==> src/logic/dcm_regs.svh <==
// Offsets, field positions, reset values and limits of the DC motor channel
// Assumes byte addressing on a 32-bit register bus
`ifndef DCM_REGS_SVH
`define DCM_REGS_SVH

// Register byte offsets
`define DCM_A_CTRL     5'h00
`define DCM_A_CONFIG   5'h04
`define DCM_A_DUTY     5'h08
`define DCM_A_SLOT     5'h0C
`define DCM_A_LDSEL    5'h10
`define DCM_A_STATUS   5'h14
`define DCM_A_PERIOD   5'h18
`define DCM_A_ONDELAY  5'h1C

// Control register fields
`define DCM_CTRL_SWGATE 0
`define DCM_CTRL_ISO    1

// Configuration register fields
`define DCM_CFG_MODE    2:0
`define DCM_CFG_FUNC    5:4
`define DCM_CFG_FILT    11:8
`define DCM_CFG_FMT     12
`define DCM_CFG_RESET   32'h0000_0201

// Status register fields
`define DCM_ST_RUN      0
`define DCM_ST_FWD      1
`define DCM_ST_BWD      2
`define DCM_ST_LDERR    3
`define DCM_ST_DIN      4
`define DCM_ST_PULSE    5

// Operating modes and formats
`define DCM_MODE_DCM    3'h5
`define DCM_FMT_ANALOG  1'h0

// Times in microseconds
`define DCM_PER_MIN     27'h000_0064
`define DCM_PER_MAX     27'h510_FF40
`define DCM_PER_RESET   27'h000_03E8
`define DCM_ODL_MAX     27'h510_FF40
`define DCM_ODL_RESET   27'h000_0000

// Filter times in microseconds per code
`define DCM_FLT_0       15'h0004
`define DCM_FLT_1       15'h0032
`define DCM_FLT_2       15'h0064
`define DCM_FLT_3       15'h0190
`define DCM_FLT_4       15'h0320
`define DCM_FLT_5       15'h0640
`define DCM_FLT_6       15'h0C80
`define DCM_FLT_7       15'h3200
`define DCM_FLT_8       15'h4E20

// Full scale of the signed duty value
`define DCM_DUTY_FS     16'h6C00

// Clock rate and the microsecond prescale
`define DCM_CLK_MHZ     200
`define DCM_NS_PER_US   1000
`define DCM_CLK_NS      5

// Bus responses
`define DCM_RESP_OKAY   2'h0
`define DCM_RESP_SLVERR 2'h2

`endif

==> src/logic/dcm_pkg.sv <==
// Types shared by the DC motor channel modules
// Assumes dcm_regs.svh supplies the numeric constants
package dcm_pkg;

  // Sequence states
  typedef enum logic [1:0] {
    DCM_IDLE  = 2'b00,
    DCM_DELAY = 2'b01,
    DCM_RUN   = 2'b10
  } dcm_state_t;

  // Input function codes
  typedef enum logic [1:0] {
    DCM_FN_INPUT = 2'b00,
    DCM_FN_GATE  = 2'b01,
    DCM_FN_STOP  = 2'b10,
    DCM_FN_BAD   = 2'b11
  } dcm_fn_t;

  // Load select codes
  typedef enum logic [3:0] {
    DCM_LD_IDLE   = 4'b0000,
    DCM_LD_PERIOD = 4'b0001,
    DCM_LD_ONDLY  = 4'b0010
  } dcm_ld_t;

endpackage

==> src/logic/dcm_filter.sv <==
// Noise filter for the control input pin
// Assumes a one-cycle microsecond tick from the same clock
`timescale 1ns/10ps
`default_nettype none
`include "dcm_regs.svh"

module dcm_filter
  import dcm_pkg::*;
(
  input  wire logic       aclk,    // System clock
  input  wire logic       aresetn, // Synchronous reset, active low
  input  wire logic       din,     // Raw pin level
  input  wire logic       tick,    // One pulse per microsecond
  input  wire logic [3:0] code,    // Filter time select
  output var  logic       dout     // Filtered level
);

  logic        s1_q;    // First synchroniser stage
  logic        s2_q;    // Second synchroniser stage
  logic [14:0] cnt_q;   // Stable time so far
  logic        out_q;   // Accepted level
  logic [14:0] limit;   // Needed stable time

  // Code to filter time in microseconds
  function automatic logic [14:0] flt_us(input logic [3:0] c);
    case (c)
      4'h0:    flt_us = `DCM_FLT_0;
      4'h1:    flt_us = `DCM_FLT_1;
      4'h2:    flt_us = `DCM_FLT_2;
      4'h3:    flt_us = `DCM_FLT_3;
      4'h4:    flt_us = `DCM_FLT_4;
      4'h5:    flt_us = `DCM_FLT_5;
      4'h6:    flt_us = `DCM_FLT_6;
      4'h7:    flt_us = `DCM_FLT_7;
      default: flt_us = `DCM_FLT_8;
    endcase
  endfunction

  assign limit = flt_us(code);
  assign dout  = out_q;

  // Two-stage synchroniser
  always_ff @(posedge aclk) begin
    if (!aresetn) begin
      s1_q <= 1'b0;
      s2_q <= 1'b0;
    end else begin
      s1_q <= din;
      s2_q <= s1_q;
    end
  end

  // Accept a level once stable for the selected time, see RULE3
  always_ff @(posedge aclk) begin
    if (!aresetn) begin
      cnt_q <= 15'h0000;
      out_q <= 1'b0;
    end else if (s2_q == out_q) begin
      cnt_q <= 15'h0000;
    end else if (tick) begin
      if (cnt_q + 15'h0001 >= limit) begin
        cnt_q <= 15'h0000;
        out_q <= s2_q;
      end else begin
        cnt_q <= cnt_q + 15'h0001;
      end
    end
  end

endmodule
`default_nettype wire

==> src/logic/dcm_top.sv <==
// DC motor pulse channel with AXI4-Lite configuration registers
// Assumes one clock, synchronous reset, and an asynchronous control pin
// Contract
// RULE1: Mode 5 runs the motor; reset mode is 1
// RULE2: Input function 0 input, 1 gate, 2 stop
// RULE3: Pin change accepted after selected stable time
// RULE4: Gate function starts on pin rise with gate set
// RULE5: Gate function stops on pin fall
// RULE6: Isochronous gate function acts as external stop
// RULE7: External stop starts on software gate rise
// RULE8: External stop ends on pin rise
// RULE9: Duty format 0 is signed analog, the default
// RULE10: Period in microseconds, 100 to 85000000, 1000 default
// RULE11: Host reloads period through the load value
// RULE12: On-delay before first pulse, up to 85000000
// RULE13: Host reloads on-delay through the load value
// RULE14: Pulse drives direction output; gap drives both low
// RULE15: Low 16 duty bits, clamp 27648, sign is direction
// RULE16: Load code 0 idle, 1 period, 2 delay, else error
// RULE17: New period or duty taken at next rising edge
// RULE18: Plain input function leaves the gate bit in control
//
// The AXI4-Lite slave port and the register offsets were chosen for this implementation.
`timescale 1ns/10ps
`default_nettype none
`include "dcm_regs.svh"

module dcm_top
  import dcm_pkg::*;
#(
  parameter int TICK_CYC = `DCM_NS_PER_US / `DCM_CLK_NS // Cycles per us
)(
  input  wire logic        aclk,     // System clock
  input  wire logic        aresetn,  // Synchronous reset, active low
  input  wire logic [4:0]  awaddr,   // Write address
  input  wire logic [2:0]  awprot,   // Write protection, unused
  input  wire logic        awvalid,  // Write address valid
  output var  logic        awready,  // Write address ready
  input  wire logic [31:0] wdata,    // Write data
  input  wire logic [3:0]  wstrb,    // Write byte enables
  input  wire logic        wvalid,   // Write data valid
  output var  logic        wready,   // Write data ready
  output var  logic [1:0]  bresp,    // Write response
  output var  logic        bvalid,   // Write response valid
  input  wire logic        bready,   // Write response ready
  input  wire logic [4:0]  araddr,   // Read address
  input  wire logic [2:0]  arprot,   // Read protection, unused
  input  wire logic        arvalid,  // Read address valid
  output var  logic        arready,  // Read address ready
  output var  logic [31:0] rdata,    // Read data
  output var  logic [1:0]  rresp,    // Read response
  output var  logic        rvalid,   // Read data valid
  input  wire logic        rready,   // Read data ready
  input  wire logic        ctrl_in,  // Control input pin
  output var  logic        forward_drive_output,  // Forward drive level
  output var  logic        forward_drive_oe,      // Forward drive enable
  output var  logic        backward_drive_output, // Backward drive level
  output var  logic        backward_drive_oe      // Backward drive enable
);

  // Register state
  logic [31:0] ctrl_q;     // Gate bit and isochronous bit
  logic [31:0] cfg_q;      // Mode, function, filter, format
  logic [31:0] duty_q;     // Signed duty value
  logic [31:0] slot_q;     // Load value
  logic [3:0]  ldsel_q;    // Load select code
  logic        lderr_q;    // Sticky load error
  logic [26:0] per_cfg_q;  // Configured period, us
  logic [26:0] odl_cfg_q;  // Configured on-delay, us

  // Bus state
  logic        aw_have_q;  // Write address held
  logic        w_have_q;   // Write data held
  logic [4:0]  waddr_q;    // Held write address
  logic [31:0] wdat_q;     // Held write data
  logic [3:0]  wstb_q;     // Held byte enables
  logic        ld_go_q;    // Load select was written

  // Sequence state
  dcm_state_t  st_q;       // Sequence state
  dcm_state_t  st_d;       // Next sequence state
  logic [7:0]  tck_q;      // Microsecond prescaler
  logic [26:0] cnt_q;      // Delay or period position, us
  logic [26:0] per_q;      // Active period, us
  logic [26:0] odl_q;      // Active on-delay, us
  logic [26:0] wid_q;      // Active pulse width, us
  logic        fwd_q;      // Active direction forward
  logic        sw_prev_q;  // Gate bit last cycle
  logic        din_prev_q; // Filtered pin last cycle
  logic        fo_q;       // Forward output register
  logic        bo_q;       // Backward output register
  logic        oe_q;       // Output enable register

  // Named decode wires
  logic        tick;       // One cycle per microsecond
  logic        din_f;      // Filtered pin level
  logic        sw;         // Software gate bit
  logic        iso;        // Isochronous operation
  logic        mode_ok;    // DC motor mode selected
  dcm_fn_t     fn;         // Effective input function
  logic        sw_rise;    // Gate bit 0 to 1
  logic        sw_fall;    // Gate bit 1 to 0
  logic        din_rise;   // Filtered pin 0 to 1
  logic        din_fall;   // Filtered pin 1 to 0
  logic        start_ev;   // Sequence start
  logic        stop_ev;    // Sequence stop
  logic        wr_do;      // Write performed this cycle
  logic        wr_map;     // Write address is mapped
  logic        rd_map;     // Read address is mapped
  logic [31:0] rd_val;     // Read mux
  logic [31:0] wmerge;     // Held data under byte enables, other bytes zero
  logic [15:0] mag;        // Clamped duty magnitude
  logic        dir_fwd;    // Duty sign forward
  logic [26:0] wid_new;    // Width for next period
  logic        per_end;    // Last microsecond of period
  logic        odl_end;    // Last microsecond of delay
  logic        pulse;      // In the pulse phase
  logic        per_ok;     // Load value fits period range
  logic        odl_ok;     // Load value fits delay range

  // Merge held write data into a register under byte enables
  function automatic logic [31:0] strb_merge(input logic [31:0] old,
                                             input logic [31:0] nw,
                                             input logic [3:0]  be);
    for (int i = 0; i < 4; i++) begin
      strb_merge[i*8 +: 8] = be[i] ? nw[i*8 +: 8] : old[i*8 +: 8];
    end
  endfunction

  // Address decode shared by both channels
  function automatic logic addr_map(input logic [4:0] a);
    addr_map = (a == `DCM_A_CTRL)   || (a == `DCM_A_CONFIG) ||
               (a == `DCM_A_DUTY)   || (a == `DCM_A_SLOT)   ||
               (a == `DCM_A_LDSEL)  || (a == `DCM_A_STATUS) ||
               (a == `DCM_A_PERIOD) || (a == `DCM_A_ONDELAY);
  endfunction

  // Pin filter
  dcm_filter u_filter (
    .aclk    (aclk),
    .aresetn (aresetn),
    .din     (ctrl_in),
    .tick    (tick),
    .code    (cfg_q[`DCM_CFG_FILT]),
    .dout    (din_f)
  );

  // Register field decode
  assign sw      = ctrl_q[`DCM_CTRL_SWGATE];
  assign iso     = ctrl_q[`DCM_CTRL_ISO];
  // Only mode 5 with the analog format drives the motor, see RULE1, RULE9
  assign mode_ok = (cfg_q[`DCM_CFG_MODE] == `DCM_MODE_DCM) &&
                   (cfg_q[`DCM_CFG_FMT] == `DCM_FMT_ANALOG);
  // Gate under isochronous operation is treated as stop, see RULE6
  assign fn = (cfg_q[`DCM_CFG_FUNC] == DCM_FN_GATE && iso) ? DCM_FN_STOP :
              (cfg_q[`DCM_CFG_FUNC] == DCM_FN_BAD) ? DCM_FN_INPUT :
              dcm_fn_t'(cfg_q[`DCM_CFG_FUNC]); // see RULE2

  // Edge detection
  assign sw_rise  = sw && !sw_prev_q;
  assign sw_fall  = !sw && sw_prev_q;
  assign din_rise = din_f && !din_prev_q;
  assign din_fall = !din_f && din_prev_q;

  // Start events per function, see RULE4, RULE7, RULE18
  assign start_ev = mode_ok && (st_q == DCM_IDLE) &&
                    ((fn == DCM_FN_INPUT && sw_rise) ||
                     (fn == DCM_FN_GATE && din_rise && sw) ||
                     (fn == DCM_FN_STOP && sw_rise));
  // Stop events per function, see RULE5, RULE8, RULE18
  assign stop_ev  = !mode_ok || sw_fall ||
                    (fn == DCM_FN_GATE && din_fall) ||
                    (fn == DCM_FN_STOP && din_rise);

  // Duty clamp and direction, see RULE15
  assign dir_fwd = !duty_q[15];
  assign mag = duty_q[15] ?
               (($signed(duty_q[15:0]) < -$signed({1'b0, `DCM_DUTY_FS})) ?
                `DCM_DUTY_FS : 16'(-duty_q[15:0])) :
               ((duty_q[15:0] > `DCM_DUTY_FS) ? `DCM_DUTY_FS : duty_q[15:0]);
  assign wid_new = 27'((43'(mag) * 43'(per_cfg_q)) / 43'(`DCM_DUTY_FS));

  // Timing decode
  assign tick    = (tck_q == 8'(TICK_CYC - 1));
  assign per_end = tick && (cnt_q + 27'h000_0001 >= per_q);
  assign odl_end = tick && (cnt_q + 27'h000_0001 >= odl_q);
  assign pulse   = (st_q == DCM_RUN) && (cnt_q < wid_q);

  // Load value range checks, see RULE10, RULE12
  assign per_ok = (slot_q >= 32'(`DCM_PER_MIN)) &&
                  (slot_q <= 32'(`DCM_PER_MAX));
  assign odl_ok = (slot_q <= 32'(`DCM_ODL_MAX));

  // Bus decode
  assign wr_do  = aw_have_q && w_have_q && !bvalid;
  assign wr_map = addr_map(waddr_q);
  assign rd_map = addr_map(araddr);
  assign wmerge = strb_merge(32'h0000_0000, wdat_q, wstb_q);
  assign rd_val =
    (araddr == `DCM_A_CTRL)    ? ctrl_q :
    (araddr == `DCM_A_CONFIG)  ? cfg_q :
    (araddr == `DCM_A_DUTY)    ? duty_q :
    (araddr == `DCM_A_SLOT)    ? slot_q :
    (araddr == `DCM_A_LDSEL)   ? {28'h000_0000, ldsel_q} :
    (araddr == `DCM_A_STATUS)  ? {26'h000_0000, pulse, din_f, lderr_q,
                                  bo_q, fo_q, oe_q} :
    (araddr == `DCM_A_PERIOD)  ? {5'h00, per_cfg_q} :
    (araddr == `DCM_A_ONDELAY) ? {5'h00, odl_cfg_q} : 32'h0000_0000;

  // Write channels, address and data taken in either order
  always_ff @(posedge aclk) begin
    if (!aresetn) begin
      aw_have_q <= 1'b0;
      w_have_q  <= 1'b0;
      waddr_q   <= 5'h00;
      wdat_q    <= 32'h0000_0000;
      wstb_q    <= 4'h0;
    end else begin
      // Capture address
      if (awvalid && awready) begin
        aw_have_q <= 1'b1;
        waddr_q   <= awaddr;
      end else if (bvalid && bready) begin
        aw_have_q <= 1'b0;
      end
      // Capture data
      if (wvalid && wready) begin
        w_have_q <= 1'b1;
        wdat_q   <= wdata;
        wstb_q   <= wstrb;
      end else if (bvalid && bready) begin
        w_have_q <= 1'b0;
      end
    end
  end

  // Write ready and response registers
  always_ff @(posedge aclk) begin
    if (!aresetn) begin
      awready <= 1'b0;
      wready  <= 1'b0;
      bvalid  <= 1'b0;
      bresp   <= `DCM_RESP_OKAY;
    end else begin
      awready <= !aw_have_q && !(awvalid && awready);
      wready  <= !w_have_q && !(wvalid && wready);
      if (wr_do) begin
        bvalid <= 1'b1;
        bresp  <= wr_map ? `DCM_RESP_OKAY : `DCM_RESP_SLVERR;
      end else if (bready) begin
        bvalid <= 1'b0;
      end
    end
  end

  // Read channel, one answer per address
  always_ff @(posedge aclk) begin
    if (!aresetn) begin
      arready <= 1'b0;
      rvalid  <= 1'b0;
      rdata   <= 32'h0000_0000;
      rresp   <= `DCM_RESP_OKAY;
    end else begin
      arready <= !rvalid && !(arvalid && arready);
      if (arvalid && arready) begin
        rvalid <= 1'b1;
        rdata  <= rd_val;
        rresp  <= rd_map ? `DCM_RESP_OKAY : `DCM_RESP_SLVERR;
      end else if (rready) begin
        rvalid <= 1'b0;
      end
    end
  end

  // Software-written registers
  always_ff @(posedge aclk) begin
    if (!aresetn) begin
      ctrl_q  <= 32'h0000_0000;
      cfg_q   <= `DCM_CFG_RESET;
      duty_q  <= 32'h0000_0000;
      slot_q  <= 32'h0000_0000;
      ldsel_q <= DCM_LD_IDLE;
      ld_go_q <= 1'b0;
    end else begin
      ld_go_q <= wr_do && (waddr_q == `DCM_A_LDSEL) && wstb_q[0];
      if (wr_do && waddr_q == `DCM_A_CTRL)
        ctrl_q <= strb_merge(ctrl_q, wdat_q, wstb_q) & 32'h0000_0003;
      if (wr_do && waddr_q == `DCM_A_CONFIG)
        cfg_q <= strb_merge(cfg_q, wdat_q, wstb_q) & 32'h0000_1F37;
      if (wr_do && waddr_q == `DCM_A_DUTY)
        duty_q <= strb_merge(duty_q, wdat_q, wstb_q);
      if (wr_do && waddr_q == `DCM_A_SLOT)
        slot_q <= strb_merge(slot_q, wdat_q, wstb_q);
      if (wr_do && waddr_q == `DCM_A_LDSEL && wstb_q[0])
        ldsel_q <= wmerge[3:0];
    end
  end

  // Load value into period or on-delay, see RULE11, RULE13, RULE16
  always_ff @(posedge aclk) begin
    if (!aresetn) begin
      per_cfg_q <= `DCM_PER_RESET;
      odl_cfg_q <= `DCM_ODL_RESET;
      lderr_q   <= 1'b0;
    end else begin
      if (ld_go_q && ldsel_q == DCM_LD_PERIOD && per_ok)
        per_cfg_q <= slot_q[26:0];
      if (ld_go_q && ldsel_q == DCM_LD_ONDLY && odl_ok)
        odl_cfg_q <= slot_q[26:0];
      // Error set wins over write-one clear
      if (ld_go_q && ((ldsel_q == DCM_LD_PERIOD && !per_ok) ||
                      (ldsel_q == DCM_LD_ONDLY && !odl_ok) ||
                      (ldsel_q != DCM_LD_IDLE && ldsel_q != DCM_LD_PERIOD &&
                       ldsel_q != DCM_LD_ONDLY)))
        lderr_q <= 1'b1;
      else if (wr_do && waddr_q == `DCM_A_STATUS &&
               wmerge[`DCM_ST_LDERR])
        lderr_q <= 1'b0;
    end
  end

  // Next sequence state, stop before start
  always_comb begin
    st_d = st_q;
    unique case (st_q)
      DCM_IDLE: begin
        if (start_ev && !stop_ev)
          st_d = (odl_cfg_q == 27'h000_0000) ? DCM_RUN : DCM_DELAY;
      end
      DCM_DELAY: begin
        if (stop_ev)
          st_d = DCM_IDLE;
        else if (odl_end)
          st_d = DCM_RUN;
      end
      DCM_RUN: begin
        if (stop_ev)
          st_d = DCM_IDLE;
      end
    endcase
  end

  // Prescaler and edge history
  always_ff @(posedge aclk) begin
    if (!aresetn) begin
      tck_q      <= 8'h00;
      sw_prev_q  <= 1'b0;
      din_prev_q <= 1'b0;
    end else begin
      tck_q      <= tick ? 8'h00 : tck_q + 8'h01;
      sw_prev_q  <= sw;
      din_prev_q <= din_f;
    end
  end

  // Sequence timing; new values taken at each rising edge, see RULE17
  always_ff @(posedge aclk) begin
    if (!aresetn) begin
      st_q  <= DCM_IDLE;
      cnt_q <= 27'h000_0000;
      per_q <= `DCM_PER_RESET;
      odl_q <= `DCM_ODL_RESET;
      wid_q <= 27'h000_0000;
      fwd_q <= 1'b1;
    end else begin
      st_q <= st_d;
      // On-delay latched at sequence start, see RULE12
      if (st_q == DCM_IDLE)
        odl_q <= odl_cfg_q;
      if (st_d == DCM_RUN && (st_q != DCM_RUN || per_end)) begin
        cnt_q <= 27'h000_0000;
        per_q <= per_cfg_q;
        wid_q <= wid_new;
        fwd_q <= dir_fwd;
      end else if (st_d == DCM_IDLE || st_d != st_q) begin
        cnt_q <= 27'h000_0000;
      end else if (tick) begin
        cnt_q <= cnt_q + 27'h000_0001;
      end
    end
  end

  // Drive outputs, released when stopped, see RULE14
  always_ff @(posedge aclk) begin
    if (!aresetn) begin
      fo_q <= 1'b0;
      bo_q <= 1'b0;
      oe_q <= 1'b0;
    end else begin
      fo_q <= pulse && fwd_q;
      bo_q <= pulse && !fwd_q;
      oe_q <= (st_q != DCM_IDLE);
    end
  end

  assign forward_drive_output  = fo_q;
  assign backward_drive_output = bo_q;
  assign forward_drive_oe      = oe_q;
  assign backward_drive_oe     = oe_q;

endmodule
`default_nettype wire

==> config.mk <==
export PLATFORM = sky130hd
export DESIGN_NAME = dcm_top
export DESIGN_NICKNAME = d
export VERILOG_FILES = /design/src/logic/dcm_pkg.sv /design/src/logic/dcm_filter.sv /design/src/logic/dcm_top.sv
export VERILOG_INCLUDE_DIRS = /design/src /design/src/logic
export SDC_FILE = /design/constraint.sdc
export NUM_CORES = 2
export LEC_CHECK = 0
export ABC_CLOCK_PERIOD_IN_PS = 56000
export BUFFER_PORTS_ARGS = -buffer_cell sky130_fd_sc_hd__buf_2
export CORE_AREA = 5 5 295 297
export CTS_CLUSTER_SIZE = 8
export DETAILED_ROUTE_END_ITERATION = 8
export DIE_AREA = 0 0 300 302
export GPL_ROUTABILITY_DRIVEN = 0
export SLEW_MARGIN = 20
export SYNTH_ARGS = -nofsm -noshare
export SYNTH_HDL_FRONTEND = slang
export SYNTH_SLANG_ARGS = --single-unit
==> constraint.sdc <==
create_clock -name aclk -period 56 [get_ports aclk]
set_input_delay 8.4 -clock aclk [delete_from_list [all_inputs] [get_ports aclk]]
set_output_delay 8.4 -clock aclk [all_outputs]
set_load 0.01 [all_outputs]
==> After elaboration in Yosys (flattened, before gate mapping) <==
Memories as Yosys holds them, arrays and structs flattened. A register that Yosys moved wholly into a read port is not among the register bits.
Index checks and enable logic that the tools add are counted.
{ "word_totals": {"regBits": 362, "latchBits": 0, "mem_bits_rw": 0, "rom_bits": 96, "inputBits": 60, "elab_cells": 244, "mem_count": 1} }
{ "op_classes": {"n_addsub": 4, "n_mul": 1, "div": 1, "magnitude_cmp": 8, "eq_ne": 30, "shift": 0, "muxes": 35, "bitwise_logic": 3, "reduce_logical": 116} }
{ "memory_table": {"columns": ["memory", "words", "width", "read_ports", "rd_clocked_by_memory_dff", "write_ports", "line", "text"], "rows": [
  ["(no name shown)", 8, 12, 1, 1, 0, "dcm_filter.sv:26", "case (c)"]
]} }
{ "op_table": {"columns": ["operator", "n"], "rows": [
  ["2-to-1 mux 32 bit", 4],
  ["2-to-1 mux 27 bit", 4],
  ["greater-or-equal comparator 27 bit", 2],
  ["logical AND 1 bit", 48],
  ["2-to-1 mux 15 bit", 3],
  ["divider 43 x 15 -> 43 bit (second input constant)", 1],
  ["multiplier 16 x 27 -> 43 bit", 1],
  ["== test 5 bit (second input constant)", 8],
  ["greater-or-equal comparator 32 x 7 -> 1 bit (second input constant)", 1],
  ["<= comparator 32 x 27 -> 1 bit (second input constant)", 1],
  ["2-to-1 mux 16 bit", 2],
  ["adder 27 x 1 -> 27 bit (second input constant)", 1],
  ["zero test 27 bit", 1],
  ["< comparator 27 bit", 1],
  ["logical OR 1 bit", 23],
  ["AND reduction 2 bit", 11],
  ["== test 5 x 4 -> 1 bit (second input constant)", 4],
  ["2-to-1 mux 2 bit", 9],
  ["zero test 1 bit", 17],
  ["> comparator 16 x 15 -> 1 bit (second input constant)", 1],
  ["< comparator 16 bit (second input constant)", 1],
  ["negator 16 bit", 1],
  ["adder 15 x 1 -> 15 bit (second input constant)", 1],
  ["greater-or-equal comparator 15 bit", 1],
  ["25 further kinds", 51]
]} }

==> Logic depth before layout (Yosys ltp) <==
{ "depth": {"depth_word": 15, "ltp_mapped": 115, "mapped_depth_nobuf": 97} }

==> Modules after synthesis <==
Synthesis repeated with hierarchy kept, for this count alone.
{ "hier_totals": {"hier_cells": 4790, "hier_area_um2": 39613.0} }
{ "by_module_without_submodules": {"columns": ["mod", "instances", "cells_each", "area_per_inst_um2", "seq_area_each_um2"], "rows": [
  ["dcm_top", 1, 4634, 38219.2, 6846.6],
  ["dcm_filter", 1, 156, 1393.8, 360.3]
]} }

==> Worst setup path before layout <==
No wires, ideal clock.
{ "synth_path": {"path_type": "register to register", "startpoint": "reg duty_q[0]", "endpoint": "reg wid_q[0]", "arrival_time_ns": 24.715, "slack_ns": 31.197, "stages_incl_launch_ff": 105, "path_buffers": 10, "synth_period_minus_slack_ns": 24.803, "cell_sequence": "dfxtp_1 inv_1 ha_1 nand2_1 or3_1 or3_1 or3_1 clkbuf_1 a31oi_1 nor2_1 nor2_1 clkbuf_1 o21ai_0 o21ai_1 clkbuf_1 nand2_1 fa_1 fa_1 (+69 left out) a211o_1 and3_1 a211o_1 a21oi_4 mux2i_1 xnor2_4 o2111ai_1 a221oi_4 mux2i_1 o22ai_1 or2_2 a211o_1 a211oi_1 or2_1 clkbuf_1 mux2_1 and4_1 o32ai_2"} }
{ "synth_via": {"elab_chain_cells": 5, "word_cells_on_any_way": 8} }
{ "synth_lines": {"columns": ["element", "line", "text"], "rows": [
  ["from (decl)", "dcm_top.sv:64", "logic [31:0] duty_q;"],
  ["from (signal assigned)", "dcm_top.sv:291", "duty_q <= strb_merge(duty_q, wdat_q, wstb_q);"],
  ["negator 16 bit, or another cell as far along", "dcm_top.sv:179", "`DCM_DUTY_FS : 16'(-duty_q[15:0])) :"],
  ["2-to-1 mux 16 bit / 2-to-1 mux 15 bit (equally long branches)", "dcm_top.sv:178, dcm_top.sv:180", null],
  ["2-to-1 mux 16 bit (*)", "dcm_top.sv:177", "assign mag = duty_q[15] ?"],
  ["multiplier 16 x 27 -> 43 bit (*)", "dcm_top.sv:181", "assign wid_new = 27'((43'(mag) * 43'(per_cfg_q)) / 43'(`DCM_DUTY_FS));"],
  ["divider 43 x 15 -> 43 bit (*)", "dcm_top.sv:181", null],
  ["to (signal assigned)", "dcm_top.sv:373", "wid_q <= wid_new;"],
  ["to (decl)", "dcm_top.sv:86", "logic [26:0] wid_q;"]
]} }
Every way passes the cells marked *; elsewhere a longest branch is shown, timed or not.
A chain may end at the register's enable or synchronous reset.

==> Final worst setup path <==
Ends and elaborated chain as after synthesis.

==> metrics.txt <==
status=finished, final reports clean; FMAX=roughly 32 MHz; Reg2Reg Depth=94; largest net degree at the start of global routing=89; post-synth top area share=a little under a fifth; ys flop type=dfxtp_1; postcts setup bufs=0; antenna violations before repair=1; Worst-path clk slew=around 0.05 ns; synth top area cells=dfxtp_1 (19%), fa_1 (17%), ha_1 (6.9%); Synth Area per Inst=approximately 8 µm²; Die X=approximately 300 µm; PortBufs=96; clock latency on the worst-skew pair=0.63 ns; CP Capture Type=register; Post-Synthesis Cells=around 5000; share of cells above drive strength 1=approximately 7.7%; global route overflow=0; hold path start=fwd_q$_SDFFE_PN1P_; Worst R2R End=wid_q[0]$_SDFFE_PN0P_; CTS buffer count=53; H-tree depth=2; max-cap violations=0; vias in the first global route=roughly 34000; Die Area=90600 µm²; Vias/cell=roughly 6; Yosys reg bits=about 370; CP required=56.50 ns; Post-synth top cells=nand2_1 (724), inv_1 (500), nor2_1 (401); Post-route DRC=0; Yosys top cell by area=dfxtp_1; first-pass iteration count of the detailed router=6; clock skew=between 0.04 and 0.05 ns; Final Hold Violating Endpoints=0; total vias in the final route=~35000; final setup vio count=0; R2R Path Start=duty_q[0]$_SDFFE_PN0P_; Hold Buf Count CTS=0; crit share post-route=56.09%; I/O Pins=around 110; Initial Utilization=a little under half; Slew headroom=18.69%; first-pass GRT wire length=191300 µm; Hold WC Path Type=reg2reg; arrival time worst endpoint=between 30 and 40 ns; Worst Hold Depth=1; fill cell count=~8300; Total Wirelength=118800 µm; Slew @ Worst Pin=1.218 ns; yosys warns=0; # rows=between 100 and 150; area of the multi-input gates=about 30000 µm²; WS Path Type=reg2reg; Slew Viols, Final=0; top-count cell post-synth=nand2_1; wire length per cell=around 20 µm; global-route usage over all layers=approximately 26%; Max Root-Sink Buffers=3; setup slack, reg-to-reg=24.59 ns; fin crit period=31.41 ns; register area=about 7400 µm²; CTS tree=built; total negative setup slack=0 ns; sink of the worst hold path=backward_drive_output$_SDFF_PN0_; clock root buffer=clkbuf_16; dpl hpwl=approximately 88000 µm; synth unique cells=about 140; CP max stage delay=0.91 ns; CP max FO=27; core area=approximately 84000 µm²; post-cts sizing count=0; CTS sink count=approximately 370; Slowest cell on crit path=o41ai_2; Die Y=a little over 300 µm; drt first-iter violations=between 2000 and 3000; RSZ-0062 raised after global routing=no; EDFF count, synth=0; NumNets Final=approximately 5600; startpoint types=register; Layout area overhead=7.005%; synthesized cell area=approximately 40000 µm²; sequential element share of the synthesized area=18.63%; Routed Antenna Nets=0; Synth async-reset ratio=0%
## per-layer routing
| metal | global-route usage (%) | up-vias | part of all wire, % |
|---|---|---|---|
| met5 | 0 | - | 0 |
| met4 | 6.216 | 0 | 2.2 |
| met3 | 3.302 | 168 | 6.2 |
| met2 | 42.71 | 1073 | 47 |
| met1 | 36.53 | 17281 | 45 |
| li1 | - | 16785 | - |
## flip-flops by register name (all words and copies together) (netlist names), 5 cells and up, named ones only
signal	cells
cnt_q	27
wid_q	27
slot_q	32
tck_q	8
rdata	32
waddr_q	5
u_filter.cnt_q	15
wdat_q	32
odl_cfg_q	27
per_q	27
odl_q	27
per_cfg_q	27
cfg_q	10
duty_q	32
## worst max-delay path by stage
| stage | from | endpoint | slack (ns) |
|---|---|---|---|
| after detailed placement | duty_q[0]$_SDFFE_PN0P_ | wid_q[0]$_SDFFE_PN0P_ | 25.10 |
| after floorplan | duty_q[0]$_SDFFE_PN0P_ | wid_q[0]$_SDFFE_PN0P_ | 31.20 |
| after global routing | duty_q[0]$_SDFFE_PN0P_ | wid_q[0]$_SDFFE_PN0P_ | 22.23 |
| after global placement | duty_q[0]$_SDFFE_PN0P_ | wid_q[0]$_SDFFE_PN0P_ | 25.24 |
| after CTS | duty_q[0]$_SDFFE_PN0P_ | wid_q[0]$_SDFFE_PN0P_ | 24.87 |
| final | duty_q[0]$_SDFFE_PN0P_ | wid_q[0]$_SDFFE_PN0P_ | 24.59 |
## cell usage in the layout (no fill, tap or decap), types with 34 or more instances in the layout
master,n
and3_1,50
buf_2,96
xnor2_1,86
o21ai_0,151
nor3_1,63
a21o_1,34
ha_1,220
clkbuf_16,53
nand2b_1,38
xor2_1,83
o211ai_1,44
a21oi_1,288
inv_1,499
or3_1,36
nand3_1,154
nor2_1,400
nand4_1,56
mux2i_1,182
nor4_1,35
nand2_1,724
dfxtp_1,369
and2_1,173
fa_1,348
buf_4,56
## kinds of logic after synthesis
kind of cell	count (synthesis)	synth area share, %
simple gates	1857	21.84
compound gates	1006	17.93
buf+inv	785	7.733
fa+ha+maj	575	24.55
flops	371	18.63
mux	202	5.213
xor+xnor	178	4.089
other cells	2	0.01884
## area by class of cell
type                    count  area share, %
repair buffers            152          2.112
flip-flops and latches    371          17.42
well taps                1090          3.197
diodes                      1       0.005866
clock buffers              57          3.168
clock inverters             5         0.1936
multi-input cells        3847          69.47
inverters                 503          4.443
## through the flow
| stage | setup slack (ns) | hold WS, ns | util (%) | std cells | area, µm² |
|---|---|---|---|---|---|
| 6_report | 24.59 | 0.4158 | 50.58 | 6026 | 42660 |
| 5_1_grt | 22.23 | 0.4516 | 50.58 | 6025 | 42660 |
| 4_1_cts | 24.87 | 0.4155 | 50.55 | 6025 | 42640 |
| 3_5_place_dp | 25.10 | 0.4155 | 48.85 | 5963 | 41210 |
| 3_3_place_gp | 25.24 | 0.4167 | 48.85 | 5963 | 41210 |
| 2_1_floorplan | 31.20 | 0.3980 | - | 5003 | 39970 |
## worst max-delay path, delay by kind of cell, from the launching register on
family | cells | cell delay (ns)
AOI/OAI and AO/OA | 43 | 14.64
xor gates and xnor gates | 4 | 1.21
adders and majority gates | 8 | 3.95
buffers and inverters | 8 | 1.12
DFF | 1 | 0.39
muxes | 4 | 1.70
and+or+nand+nor | 27 | 8.19
Power is left out: the tool's default activity adds up to more than one toggle a clock period on the data nets, which glitch-free logic cannot reach.
